===== config.mk =====
export PLATFORM = sky130hd
export DESIGN_NAME = ssc_core
export DESIGN_NICKNAME = d
export VERILOG_FILES = /design/src/ssc_core.v
export VERILOG_INCLUDE_DIRS = /design/src
export SDC_FILE = /design/constraint.sdc
export NUM_CORES = 1
export LEC_CHECK = 0
export BUFFER_PORTS_ARGS = -buffer_cell sky130_fd_sc_hd__buf_2
export CAP_MARGIN = 10
export CORE_ASPECT_RATIO = 1.25
export CORE_UTILIZATION = 40
export CTS_BUF_LIST = sky130_fd_sc_hd__clkbuf_4 sky130_fd_sc_hd__clkbuf_8 sky130_fd_sc_hd__clkbuf_16
export DETAILED_ROUTE_END_ITERATION = 10
export GPL_ROUTABILITY_DRIVEN = 0
export HOLD_SLACK_MARGIN = 0.12
export RECOVER_POWER = 25
export SLEW_MARGIN = 10
export SYNTH_ARGS = -nofsm -noshare
export SYNTH_HDL_FRONTEND = slang
export SYNTH_SLANG_ARGS = --single-unit

===== constraint.sdc =====
create_clock -name clk -period 9.3 [get_ports clk]
set_clock_uncertainty 0.15 [all_clocks]
set_input_delay 0.465 -clock clk [delete_from_list [all_inputs] [get_ports clk]]
set_output_delay 0.465 -clock clk [all_outputs]
set_load 0.01 [all_outputs]

===== src/ssc_defines.vh =====
/*
 * Constants for the store-align, shift and compare block: register byte
 * offsets, control fields, command codes, exception codes, reset values.
 * Assumes inclusion by bare name from the design file.
 */
`ifndef SSC_DEFINES_VH
`define SSC_DEFINES_VH

// Register byte offsets
`define SSC_OFF_CTRL 8'h00
`define SSC_OFF_CMD 8'h04
`define SSC_OFF_BASE_LO 8'h08
`define SSC_OFF_BASE_HI 8'h0C
`define SSC_OFF_SRC_LO 8'h10
`define SSC_OFF_SRC_HI 8'h14
`define SSC_OFF_PADDR 8'h18
`define SSC_OFF_RES_LO 8'h1C
`define SSC_OFF_RES_HI 8'h20
`define SSC_OFF_VADDR_LO 8'h24
`define SSC_OFF_VADDR_HI 8'h28
`define SSC_OFF_STATUS 8'h2C

// Control register fields
`define SSC_CTRL_MODE64 0
`define SSC_CTRL_CPU_BE 1
`define SSC_CTRL_MEM_BE 2
`define SSC_CTRL_REV 3
`define SSC_CTRL_PRIV_LO 4
`define SSC_CTRL_PRIV_HI 5
`define SSC_CTRL_RESET 6'h00

// Privilege levels
`define SSC_PRIV_KERNEL 2'h0
`define SSC_PRIV_SUPER 2'h1
`define SSC_PRIV_USER 2'h2

// Command register fields
`define SSC_CMD_OP_HI 2
`define SSC_CMD_OP_LO 0
`define SSC_CMD_SA_HI 12
`define SSC_CMD_SA_LO 8
`define SSC_CMD_IMM_HI 31
`define SSC_CMD_IMM_LO 16

// Operation codes
`define SSC_OP_DW_RIGHT 3'h0
`define SSC_OP_WORD_STORE 3'h1
`define SSC_OP_WORD_LEFT 3'h2
`define SSC_OP_SHIFT_LEFT 3'h3
`define SSC_OP_LT_SIGNED 3'h4
`define SSC_OP_LT_UNSIGNED 3'h5

// Access types sent to memory
`define SSC_TYPE_WORD 3'h3
`define SSC_TYPE_DWORD 3'h7

// Exception codes in the status register
`define SSC_EXC_NONE 4'h0
`define SSC_EXC_ADDR 4'h1
`define SSC_EXC_RESV 4'h2
`define SSC_EXC_TLB_REFILL 4'h3
`define SSC_EXC_TLB_INVALID 4'h4
`define SSC_EXC_TLB_MOD 4'h5
`define SSC_EXC_BUS 4'h6

// Status register fields
`define SSC_STAT_BUSY 8
`define SSC_STAT_DONE 9

// Memory fault input bits
`define SSC_FLT_REFILL 0
`define SSC_FLT_INVALID 1
`define SSC_FLT_MOD 2
`define SSC_FLT_BUS 3

`endif


===== src/ssc_core.v =====
/*
 * Store-align, word shift and set-less-than datapath with a classic
 * Wishbone register slave and a store request port to the cache.
 * Assumes the cache answers each store request with memAck after any
 * delay, along with any fault, and writes only the lanes that the access
 * type and byte offset select. Address translation is done outside;
 * software places the translated address in the physical address register.
 */
// The register addresses and the Wishbone slave port were chosen for this implementation.
`timescale 1ns/1ps
`include "ssc_defines.vh"

module ssc_core (
  // Clock, reset, enable
  input wire clk,
  input wire reset,
  input wire ce,
  // Wishbone slave
  input wire wb_cyc_i,
  input wire wb_stb_i,
  input wire wb_we_i,
  input wire [7:0] wb_adr_i,
  input wire [3:0] wb_sel_i,
  input wire [31:0] wb_dat_i,
  output reg [31:0] wb_dat_o,
  output reg wb_ack_o,
  // Store request to the cache
  output reg memReq,
  output reg [2:0] memAccessType,
  output reg [31:0] memAddr,
  output reg [63:0] memData,
  input wire memAck,
  input wire [3:0] memFault
);

  localparam ST_IDLE = 2'b01;
  localparam ST_WAIT = 2'b10;

  reg [1:0] state;
  reg [5:0] ctrl;
  reg [63:0] base;
  reg [63:0] src;
  reg [31:0] paddr;
  reg [63:0] result;
  reg [63:0] vaddrReg;
  reg [3:0] excCode;
  reg done;

  function [31:0] merge;
    input [31:0] old;
    input [31:0] dat;
    input [3:0] sel;
    integer i;
    begin
      merge = old;
      for (i = 0; i < 4; i = i + 1) begin
        if (sel[i]) begin
          merge[i*8 +: 8] = dat[i*8 +: 8];
        end
      end
    end
  endfunction

  wire mode64 = ctrl[`SSC_CTRL_MODE64];
  wire cpuBigEndian = ctrl[`SSC_CTRL_CPU_BE];
  wire memBigEndian = ctrl[`SSC_CTRL_MEM_BE];
  wire reverse_endian_flag = ctrl[`SSC_CTRL_REV];
  wire [1:0] priv = ctrl[`SSC_CTRL_PRIV_HI:`SSC_CTRL_PRIV_LO];

  wire wbGo = wb_cyc_i & wb_stb_i & ~wb_ack_o;
  wire wbWrite = wbGo & wb_we_i;
  wire [7:0] adr = {wb_adr_i[7:2], 2'b00};
  wire cmdTake = wbWrite & (adr == `SSC_OFF_CMD) & wb_sel_i[0] &
                 state[0];

  wire [2:0] op = wb_dat_i[`SSC_CMD_OP_HI:`SSC_CMD_OP_LO];
  wire [4:0] sa = wb_dat_i[`SSC_CMD_SA_HI:`SSC_CMD_SA_LO];
  wire [15:0] imm = wb_dat_i[`SSC_CMD_IMM_HI:`SSC_CMD_IMM_LO];

  // Extension width follows the mode
  wire [63:0] immExt = mode64 ? {{48{imm[15]}}, imm} :
                                {32'h00000000, {16{imm[15]}}, imm};
  wire [63:0] addrSum = base + immExt;
  wire [63:0] vAddr = mode64 ? addrSum : {32'h00000000, addrSum[31:0]};

  // Word shift left, zero fill, result re-extended from bit 31 in 64-bit mode, upper half zero otherwise
  wire [31:0] shifted = src[31:0] << sa;
  wire [63:0] shiftRes = mode64 ? {{32{shifted[31]}}, shifted} :
                                {32'h00000000, shifted};

  // Compares are plain relations, so no overflow can arise
  wire sltS = mode64 ? ($signed(src) < $signed(immExt)) :
              ($signed(src[31:0]) < $signed(immExt[31:0]));
  wire sltU = mode64 ? (src < immExt) :
              (src[31:0] < immExt[31:0]);

  // Physical low bits flipped by the reverse-endian flag
  wire [31:0] pRev = paddr ^ {29'h00000000, {3{reverse_endian_flag}}};

  // Right-part doubleword store
  wire [2:0] dwrByte = vAddr[2:0] ^ {3{cpuBigEndian}};
  wire [63:0] dwrData = src << {dwrByte, 3'b000};
  wire [2:0] dwrType = `SSC_TYPE_DWORD - dwrByte;
  wire [31:0] dwrAddr = memBigEndian ? pRev :
                        {pRev[31:3], 3'b000};
  wire dwrResv = ~mode64 & (priv != `SSC_PRIV_KERNEL);

  // Aligned word store
  wire [2:0] wordByte = vAddr[2:0] ^ {cpuBigEndian, 2'b00};
  wire [63:0] wordData = src << {wordByte, 3'b000};
  wire [31:0] wordAddr = paddr ^ {29'h00000000, reverse_endian_flag, 2'b00};
  wire wordAlignErr = |vAddr[1:0];

  // Left-part word store
  wire [1:0] leftByte = vAddr[1:0] ^ {2{cpuBigEndian}};
  wire [1:0] leftRest = 2'h3 - leftByte;
  wire [31:0] leftWord = src[31:0] >> {leftRest, 3'b000};
  wire leftHigh = vAddr[2] ^ cpuBigEndian;
  wire [63:0] leftData = leftHigh ? {leftWord, 32'h00000000} :
                                    {32'h00000000, leftWord};
  wire [31:0] leftAddr = memBigEndian ? pRev :
                         {pRev[31:2], 2'b00};

  // Control word after byte-lane merge, cut to its six bits
  wire [31:0] ctrlNew = merge({26'h0000000, ctrl}, wb_dat_i, wb_sel_i);

  reg [31:0] rdData;
  always @* begin
    case (adr)
      `SSC_OFF_CTRL: rdData = {26'h0000000, ctrl};
      `SSC_OFF_BASE_LO: rdData = base[31:0];
      `SSC_OFF_BASE_HI: rdData = base[63:32];
      `SSC_OFF_SRC_LO: rdData = src[31:0];
      `SSC_OFF_SRC_HI: rdData = src[63:32];
      `SSC_OFF_PADDR: rdData = paddr;
      `SSC_OFF_RES_LO: rdData = result[31:0];
      `SSC_OFF_RES_HI: rdData = result[63:32];
      `SSC_OFF_VADDR_LO: rdData = vaddrReg[31:0];
      `SSC_OFF_VADDR_HI: rdData = vaddrReg[63:32];
      `SSC_OFF_STATUS: rdData = {22'h000000, done, state[1], 4'h0,
                                 excCode};
      default: rdData = 32'h00000000;
    endcase
  end

  // Fault priority on a store answer
  reg [3:0] faultCode;
  always @* begin
    if (memFault[`SSC_FLT_REFILL]) begin
      faultCode = `SSC_EXC_TLB_REFILL;
    end else if (memFault[`SSC_FLT_INVALID]) begin
      faultCode = `SSC_EXC_TLB_INVALID;
    end else if (memFault[`SSC_FLT_MOD]) begin
      faultCode = `SSC_EXC_TLB_MOD;
    end else if (memFault[`SSC_FLT_BUS]) begin
      faultCode = `SSC_EXC_BUS;
    end else begin
      faultCode = `SSC_EXC_NONE;
    end
  end

  // Register bus: one wait state, answer on every address
  always @(posedge clk) begin
    if (reset) begin
      wb_ack_o <= 1'b0;
      wb_dat_o <= 32'h00000000;
      ctrl <= `SSC_CTRL_RESET;
      base <= 64'h0000000000000000;
      src <= 64'h0000000000000000;
      paddr <= 32'h00000000;
    end else if (ce) begin
      wb_ack_o <= wbGo;
      wb_dat_o <= wbGo ? rdData : 32'h00000000;
      // Byte lanes merge into the addressed word
      if (wbWrite) begin
        case (adr)
          `SSC_OFF_CTRL: begin
            ctrl <= ctrlNew[5:0];
          end
          `SSC_OFF_BASE_LO: begin
            base[31:0] <= merge(base[31:0], wb_dat_i, wb_sel_i);
          end
          `SSC_OFF_BASE_HI: begin
            base[63:32] <= merge(base[63:32], wb_dat_i, wb_sel_i);
          end
          `SSC_OFF_SRC_LO: begin
            src[31:0] <= merge(src[31:0], wb_dat_i, wb_sel_i);
          end
          `SSC_OFF_SRC_HI: begin
            src[63:32] <= merge(src[63:32], wb_dat_i, wb_sel_i);
          end
          `SSC_OFF_PADDR: begin
            paddr <= merge(paddr, wb_dat_i, wb_sel_i);
          end
          default: ;
        endcase
      end
    end
  end

  // Command execution and store requests
  always @(posedge clk) begin
    if (reset) begin
      state <= ST_IDLE;
      result <= 64'h0000000000000000;
      vaddrReg <= 64'h0000000000000000;
      excCode <= `SSC_EXC_NONE;
      done <= 1'b0;
      memReq <= 1'b0;
      memAccessType <= 3'h0;
      memAddr <= 32'h00000000;
      memData <= 64'h0000000000000000;
    end else if (ce) begin
      case (state)
        ST_IDLE: begin
          // A busy engine ignores commands until the store is answered
          if (cmdTake) begin
            vaddrReg <= vAddr;
            excCode <= `SSC_EXC_NONE;
            done <= 1'b1;
            case (op)
              `SSC_OP_DW_RIGHT: begin
                // No alignment check here
                if (dwrResv) begin
                  excCode <= `SSC_EXC_RESV;
                end else begin
                  memReq <= 1'b1;
                  memAccessType <= dwrType;
                  memAddr <= dwrAddr;
                  memData <= dwrData;
                  done <= 1'b0;
                  state <= ST_WAIT;
                end
              end
              `SSC_OP_WORD_STORE: begin
                if (wordAlignErr) begin
                  excCode <= `SSC_EXC_ADDR;
                end else begin
                  memReq <= 1'b1;
                  memAccessType <= `SSC_TYPE_WORD;
                  memAddr <= wordAddr;
                  memData <= wordData;
                  done <= 1'b0;
                  state <= ST_WAIT;
                end
              end
              `SSC_OP_WORD_LEFT: begin
                memReq <= 1'b1;
                memAccessType <= {1'b0, leftByte};
                memAddr <= leftAddr;
                memData <= leftData;
                done <= 1'b0;
                state <= ST_WAIT;
              end
              // ALU results land at the command edge
              `SSC_OP_SHIFT_LEFT: begin
                result <= shiftRes;
              end
              `SSC_OP_LT_SIGNED: begin
                result <= {63'h0, sltS};
              end
              `SSC_OP_LT_UNSIGNED: begin
                result <= {63'h0, sltU};
              end
              default: result <= result;
            endcase
          end
        end
        ST_WAIT: begin
          // The cache keeps to the lanes it is given
          if (memAck) begin
            memReq <= 1'b0;
            excCode <= faultCode;
            done <= 1'b1;
            state <= ST_IDLE;
          end
        end
        default: begin
          state <= ST_IDLE;
          memReq <= 1'b0;
        end
      endcase
    end
  end

endmodule // ssc_core


Word level (Yosys, flattened, before mapping)
Cells that the tools add are included.

storage, ports and cells
  word-level logic and storage cells = 164
  latch bits = 0
  bits in writable memories = 0
  memory bits (read-only) = 0
  input port bits = 55
  output and inout bits = 133
  memories = 0
  bits in registers = 434

operators by class
  shift-type cells = 4
  div/mod/pow operators = 0
  order comparisons = 4
  bitwise logic cells = 15
  mux-type cells = 48
  reduce and logical (&&, ||, !) cells = 33
  eq/ne operators = 25
  add/subtract/negate cells = 3
  multipliers = 0

operator list
  kind                count
  $mux 64             6
  $pmux 64 s3         2
  $pmux 32 s11        1
  $lt 64x64->1        2
  $shl 64x6->64       2
  $mux 32             3
  $pmux 32 s3         1
  $reduce_and 4->1    23
  $add 64x64->64      1
  $lt 32x32->1        2
  $xor 32x3->32       2
  $shl 32x5->32       1
  $shr 32x5->32       1
  $eq 6x3->1 const B  4
  $eq 6x4->1 const B  4
  $mux 3              7
  $eq 6x2->1 const B  2
  $mux 2              6
  $reduce_and 6->1    2
  $mux 1              11
  $pmux 3 s3          1
  $logic_not 8->1     1
  $mux 4              2
  $ne 2x2->1 const B  4
  25 further kinds    41

Logic depth before layout (Yosys ltp)
  depth after elaboration = 8
  gate-level depth with buffers = 19
  depth with buffers taken out = 14

Least setup slack after synthesis
No wires, ideal clock.

  path kind = input port to flip-flop
  start = in wb_dat_i[31]
  end = reg vaddrReg[63]
  required time = 9.025 ns
  slack = 4.762 ns
  library setup time = 0.125 ns
  cell stages on the path = 17
  path buffers = 5
  arrival time = 4.264 ns
  cells stage by stage = buf_2 nand2_2 inv_1 clkbuf_1 buf_1 clkbuf_1 ha_1 and2_1 clkbuf_1 and3_1 and3_1 a21oi_2 o31ai_4 a221o_2 mux2i_1 xnor2_1 o21ai_1

between the ends
  longest elaborated chain between the ends = 3

ends and longest elaborated chain
  element               line            source
  from (decl)           ssc_core.v:24   input wire [31:0] wb_dat_i,
  $mux 64               ssc_core.v:81   wire [63:0] immExt = mode64 ? {{48{imm[15]}}, imm} :
  $add 64x64->64        ssc_core.v:83   wire [63:0] addrSum = base + immExt;
  $mux 64               ssc_core.v:84   wire [63:0] vAddr = mode64 ? addrSum : {32'h00000000, addrSum[31:0]};
  to (signal assigned)  ssc_core.v:218  vaddrReg <= vAddr;
  to (decl)             ssc_core.v:45   reg [63:0] vaddrReg;

No other way between the ends.
A chain may end at the register's enable or synchronous reset.

Worst setup path in the final report
  start = reg ctrl[0]
  end = reg vaddrReg[56]

between the ends
  longest elaborated chain between the ends = 3

ends and longest elaborated chain
  element                 line            source
  from (decl)             ssc_core.v:40   reg [5:0] ctrl;
  from (signal assigned)  ssc_core.v:167  ctrl <= `SSC_CTRL_RESET;
  from (signal assigned)  ssc_core.v:178  ctrl <= ctrlNew[5:0];
  $mux 64                 ssc_core.v:81
  $add 64x64->64          ssc_core.v:83
  $mux 64 (*)             ssc_core.v:84

Mark *: on every way between the ends. The rest lies on a longest branch, timed or not.

==> metrics <==
status=finished, violations left; failing checks=capacitance limit, slew limit; syn nets=3242; clk sinks=401; CP endpoint kind=register; post-synthesis cell type count=84; Setup CP Type=reg2reg; multi-input gate area in the final layout=15200 µm²; RR Endpoint=vaddrReg[56]$_SDFFE_PP0P_; Core ar.=59700 µm²; crit path DAT=4.42 ns; Buffers & Inverters on Critical Path=3; Cell Pwr Density=144 nW/µm²; FF/Latch Area=8030 µm²; initial antenna violation count=2; # rows=100; vias in the first global route=23200; Worst-Skew Late Latency=0.61 ns; final count of hold timing violations=0; worst hold start=wb_dat_i[7]; Via Count=24900; area delta synth->final=12.2%; Synth area leaders=dfxtp_1 33%, mux2i_1 11%, nand2_1 8.1%; critical path data required time=9.60 ns; final design utilization=45.5%; die area=61400 µm²; Tmin final=4.12 ns; Residual DRC=0; WHS Endpoint=paddr[7]$_SDFFE_PP0P_; FFs w/ async S/R, synth=0%; reg2reg setup slack=5.18 ns; reg2reg path depth=16; final wirelength=102000 µm; Synth Cell Area=24200 µm²; routed length per instance=25.8 µm; Final setup violation count=0; total negative slack=0 ns; share of layout cells above drive strength 1=8.06%; GRT Util Overall=32.2%; largest net degree at the start of global routing=128; origin of the critical flop-to-flop path=ctrl[0]$_SDFFE_PP0P_; Post-DP HPWL=73800 µm; vias per cell=6.31; Post-synth EDFFs=0; synth warn=0; area fraction of the dominant cell type after synthesis=33.2%; worst-path maximum fanout=47; hold path depth=3; #FFs+latches synth=401; Ports=188; Slew Limit Headroom=-169%; crit path cell chain=buf_4 > nand2_2 > inv_1 > buf_4 > ha_1 > a21oi_1 > o21ai_0 > nor3b_1 > a211o_1 > nand4_1 > a221o_1 > a21oi_2 > o22ai_2 > a41o_1 > xnor2_1 > o21ai_0; fin nets=3289; Non-Filler Instances=3944; Die Y=277 µm; RSZ-0062 raised after global routing=no; Max IR drop VDD=0.119 mV; buffer depth of the longest clock path=3; max_cap viols=1; Tightest Pin Transition=4.03 ns; CTS Hold Buffers Added=4; # fillers=6003; Hold WC Path Type=in2reg; CP max stage cell=buf_4; Lkg Pwr=9.47 nW; clk root buf=clkbuf_16; starting density of the core=40.5%; CP max stage delay=0.49 ns; Main synth FF type=dfxtp_1; sequential share of the synthesized area=33.2%; post-cts resize count=0; max-slew violations=97; cells after synthesis=3100; setup bufs post-CTS=0; DP Cell Count=3862; post-route antenna net violation count=0; 1st-iter DRT viols=3179; TritonCTS clock tree=yes; Levels on crit path=16; startpoint class of the critical path=register; grt total ovfl=0; first-pass GRT wire length=150000 µm; crit share post-route=44.3%; clock-pin slew on the worst setup and hold paths=0.07 ns; Die X=222 µm; cell accounting for the most synthesized area=dfxtp_1; PortBufs=185; H-tree depth=2; TritonCTS Buffers=43; fmax=0.243 GHz; Largest delay share family, worst path=compound AO/OA/AOI/OAI gates; 1st-pass router iterations=8; Syn Area/Cell=7.80 µm²
worst reg2reg max path: cells and delay by family, from the launching register on:
kind / cells / cell delay, ns
compound gates: 8 / 1.69
buf+inv: 3 / 0.84
fa+ha+maj: 1 / 0.43
flops: 1 / 0.31
xor+xnor: 1 / 0.15
simple gates: 3 / 0.41
registers in the layout, summed over array words and instances, names as in the netlist:
signal	count
done	1
wb_dat_o	32
memReq	1
memAddr	32
memAccessType	3
base	64
wb_ack_o	1
paddr	32
result	33
vaddrReg	64
state	1
excCode	3
memData	64
ctrl	6
src	64
final cells by class:
| class | count | share of cell area [%] |
|---|---|---|
| timing repair buffer | 245 | 4.52 |
| tap | 765 | 3.53 |
| sequential | 401 | 29.6 |
| clock inverter | 22 | 1.34 |
| clock buffer | 54 | 4.48 |
| multi-input combinational | 2422 | 56.1 |
| antenna | 1 | 0.00922 |
| inverter | 34 | 0.470 |
through the flow:
step	hold WS (ns)	setup WS, ns	instance area [µm²]	power (mW)
2_1_floorplan	0.275	4.76	24200	1.92
3_3_place_gp	0.283	4.80	25700	2.01
3_5_place_dp	0.292	4.77	25700	2.01
4_1_cts	0.121	5.27	27300	3.92
5_1_grt	0.141	4.81	27100	4.00
6_report	0.145	5.18	27100	3.91
power breakdown:
group	internal (mW)	total, mW	switching, mW
logic	0.0696	0.266	0.197
clock network	1.15	1.93	0.775
registers	1.72	1.72	0.000727
synth_stat cells, types with 7 or more instances:
master    number
nor2b_1       12
o21a_1         9
o22ai_1       11
a222oi_1      29
a221oi_1      55
a21o_1        23
nand2_1      519
mux2i_1      272
ha_1          86
o211ai_1      14
o21bai_1      15
nor3_1        53
o21ai_0      139
a31oi_1       63
nand2b_1      19
mux4_2        23
buf_1         20
a21oi_1      297
xor2_1        24
o21ai_1        9
or3_1         13
nor2_1       388
a22oi_1        7
nand3_1       48
nor4_1         9
a22o_1        17
clkbuf_1     211
buf_2         10
dfxtp_1      401
and2_1        22
nand4_1       32
mux2_2        13
and3_1        20
a211oi_1      32
xnor2_1       55
inv_1         33
how the worst max path moves through the flow:
stage / slack, ns / end / startpoint
global route: 4.81 / wb_dat_o[29]$_SDFFE_PP0P_ / reset
global placement: 4.80 / result[0]$_SDFFE_PP0P_ / wb_dat_i[31]
CTS: 5.27 / vaddrReg[56]$_SDFFE_PP0P_ / ctrl[0]$_SDFFE_PP0P_
floorplan: 4.76 / vaddrReg[63]$_SDFFE_PP0P_ / wb_dat_i[31]
finish: 5.18 / vaddrReg[56]$_SDFFE_PP0P_ / ctrl[0]$_SDFFE_PP0P_
detailed placement: 4.77 / result[0]$_SDFFE_PP0P_ / wb_dat_i[31]
metal layers:
| metal | routed length [µm] | part of all wire, % | GRT usage (%) | vias to the layer above |
|---|---|---|---|---|
| met4 | 10100 | 9.9 | 27.0 | 0 |
| met2 | 43600 | 43 | 49.2 | 1545 |
| met1 | 38900 | 38 | 39.6 | 11700 |
| li1 | - | - | - | 11200 |
| met5 | 0 | 0 | 0 | - |
| met3 | 9240 | 9.1 | 5.46 | 423 |
cell usage in the layout, fill, tap and decap left out, types with 23 or more instances in the layout:
| cell | Yosys | layout |
|---|---|---|
| mux4_2 | 23 | 23 |
| a21oi_1 | 297 | 297 |
| nand4_1 | 32 | 32 |
| clkbuf_1 | 211 | 133 |
| nor3_1 | 53 | 52 |
| o21ai_0 | 139 | 139 |
| a222oi_1 | 29 | 29 |
| xnor2_1 | 55 | 52 |
| a221oi_1 | 55 | 55 |
| clkbuf_16 | 0 | 43 |
| buf_2 | 10 | 52 |
| nand3_1 | 48 | 48 |
| a31oi_1 | 63 | 63 |
| a21o_1 | 23 | 23 |
| ha_1 | 86 | 86 |
| dfxtp_1 | 401 | 401 |
| buf_4 | 1 | 54 |
| nand2_1 | 519 | 518 |
| a211oi_1 | 32 | 32 |
| mux2i_1 | 272 | 272 |
| inv_1 | 33 | 33 |
| nor2_1 | 388 | 382 |
logic make-up (layout without fill, tap and decap cells):
family,after synthesis,count (layout),synth area share (%)
AO/OA/AOI/OAI,783,783,20.5
flip-flops,401,401,33.2
XOR/XNOR,79,79,2.86
adder cells (fa/ha/maj),90,90,4.66
multiplexers,308,308,14.0
other,0,1,0
AND/OR/NAND/NOR,1162,1162,20.4
buffers and inverters,277,355,4.37
Power figures use the tool's default switching activity.
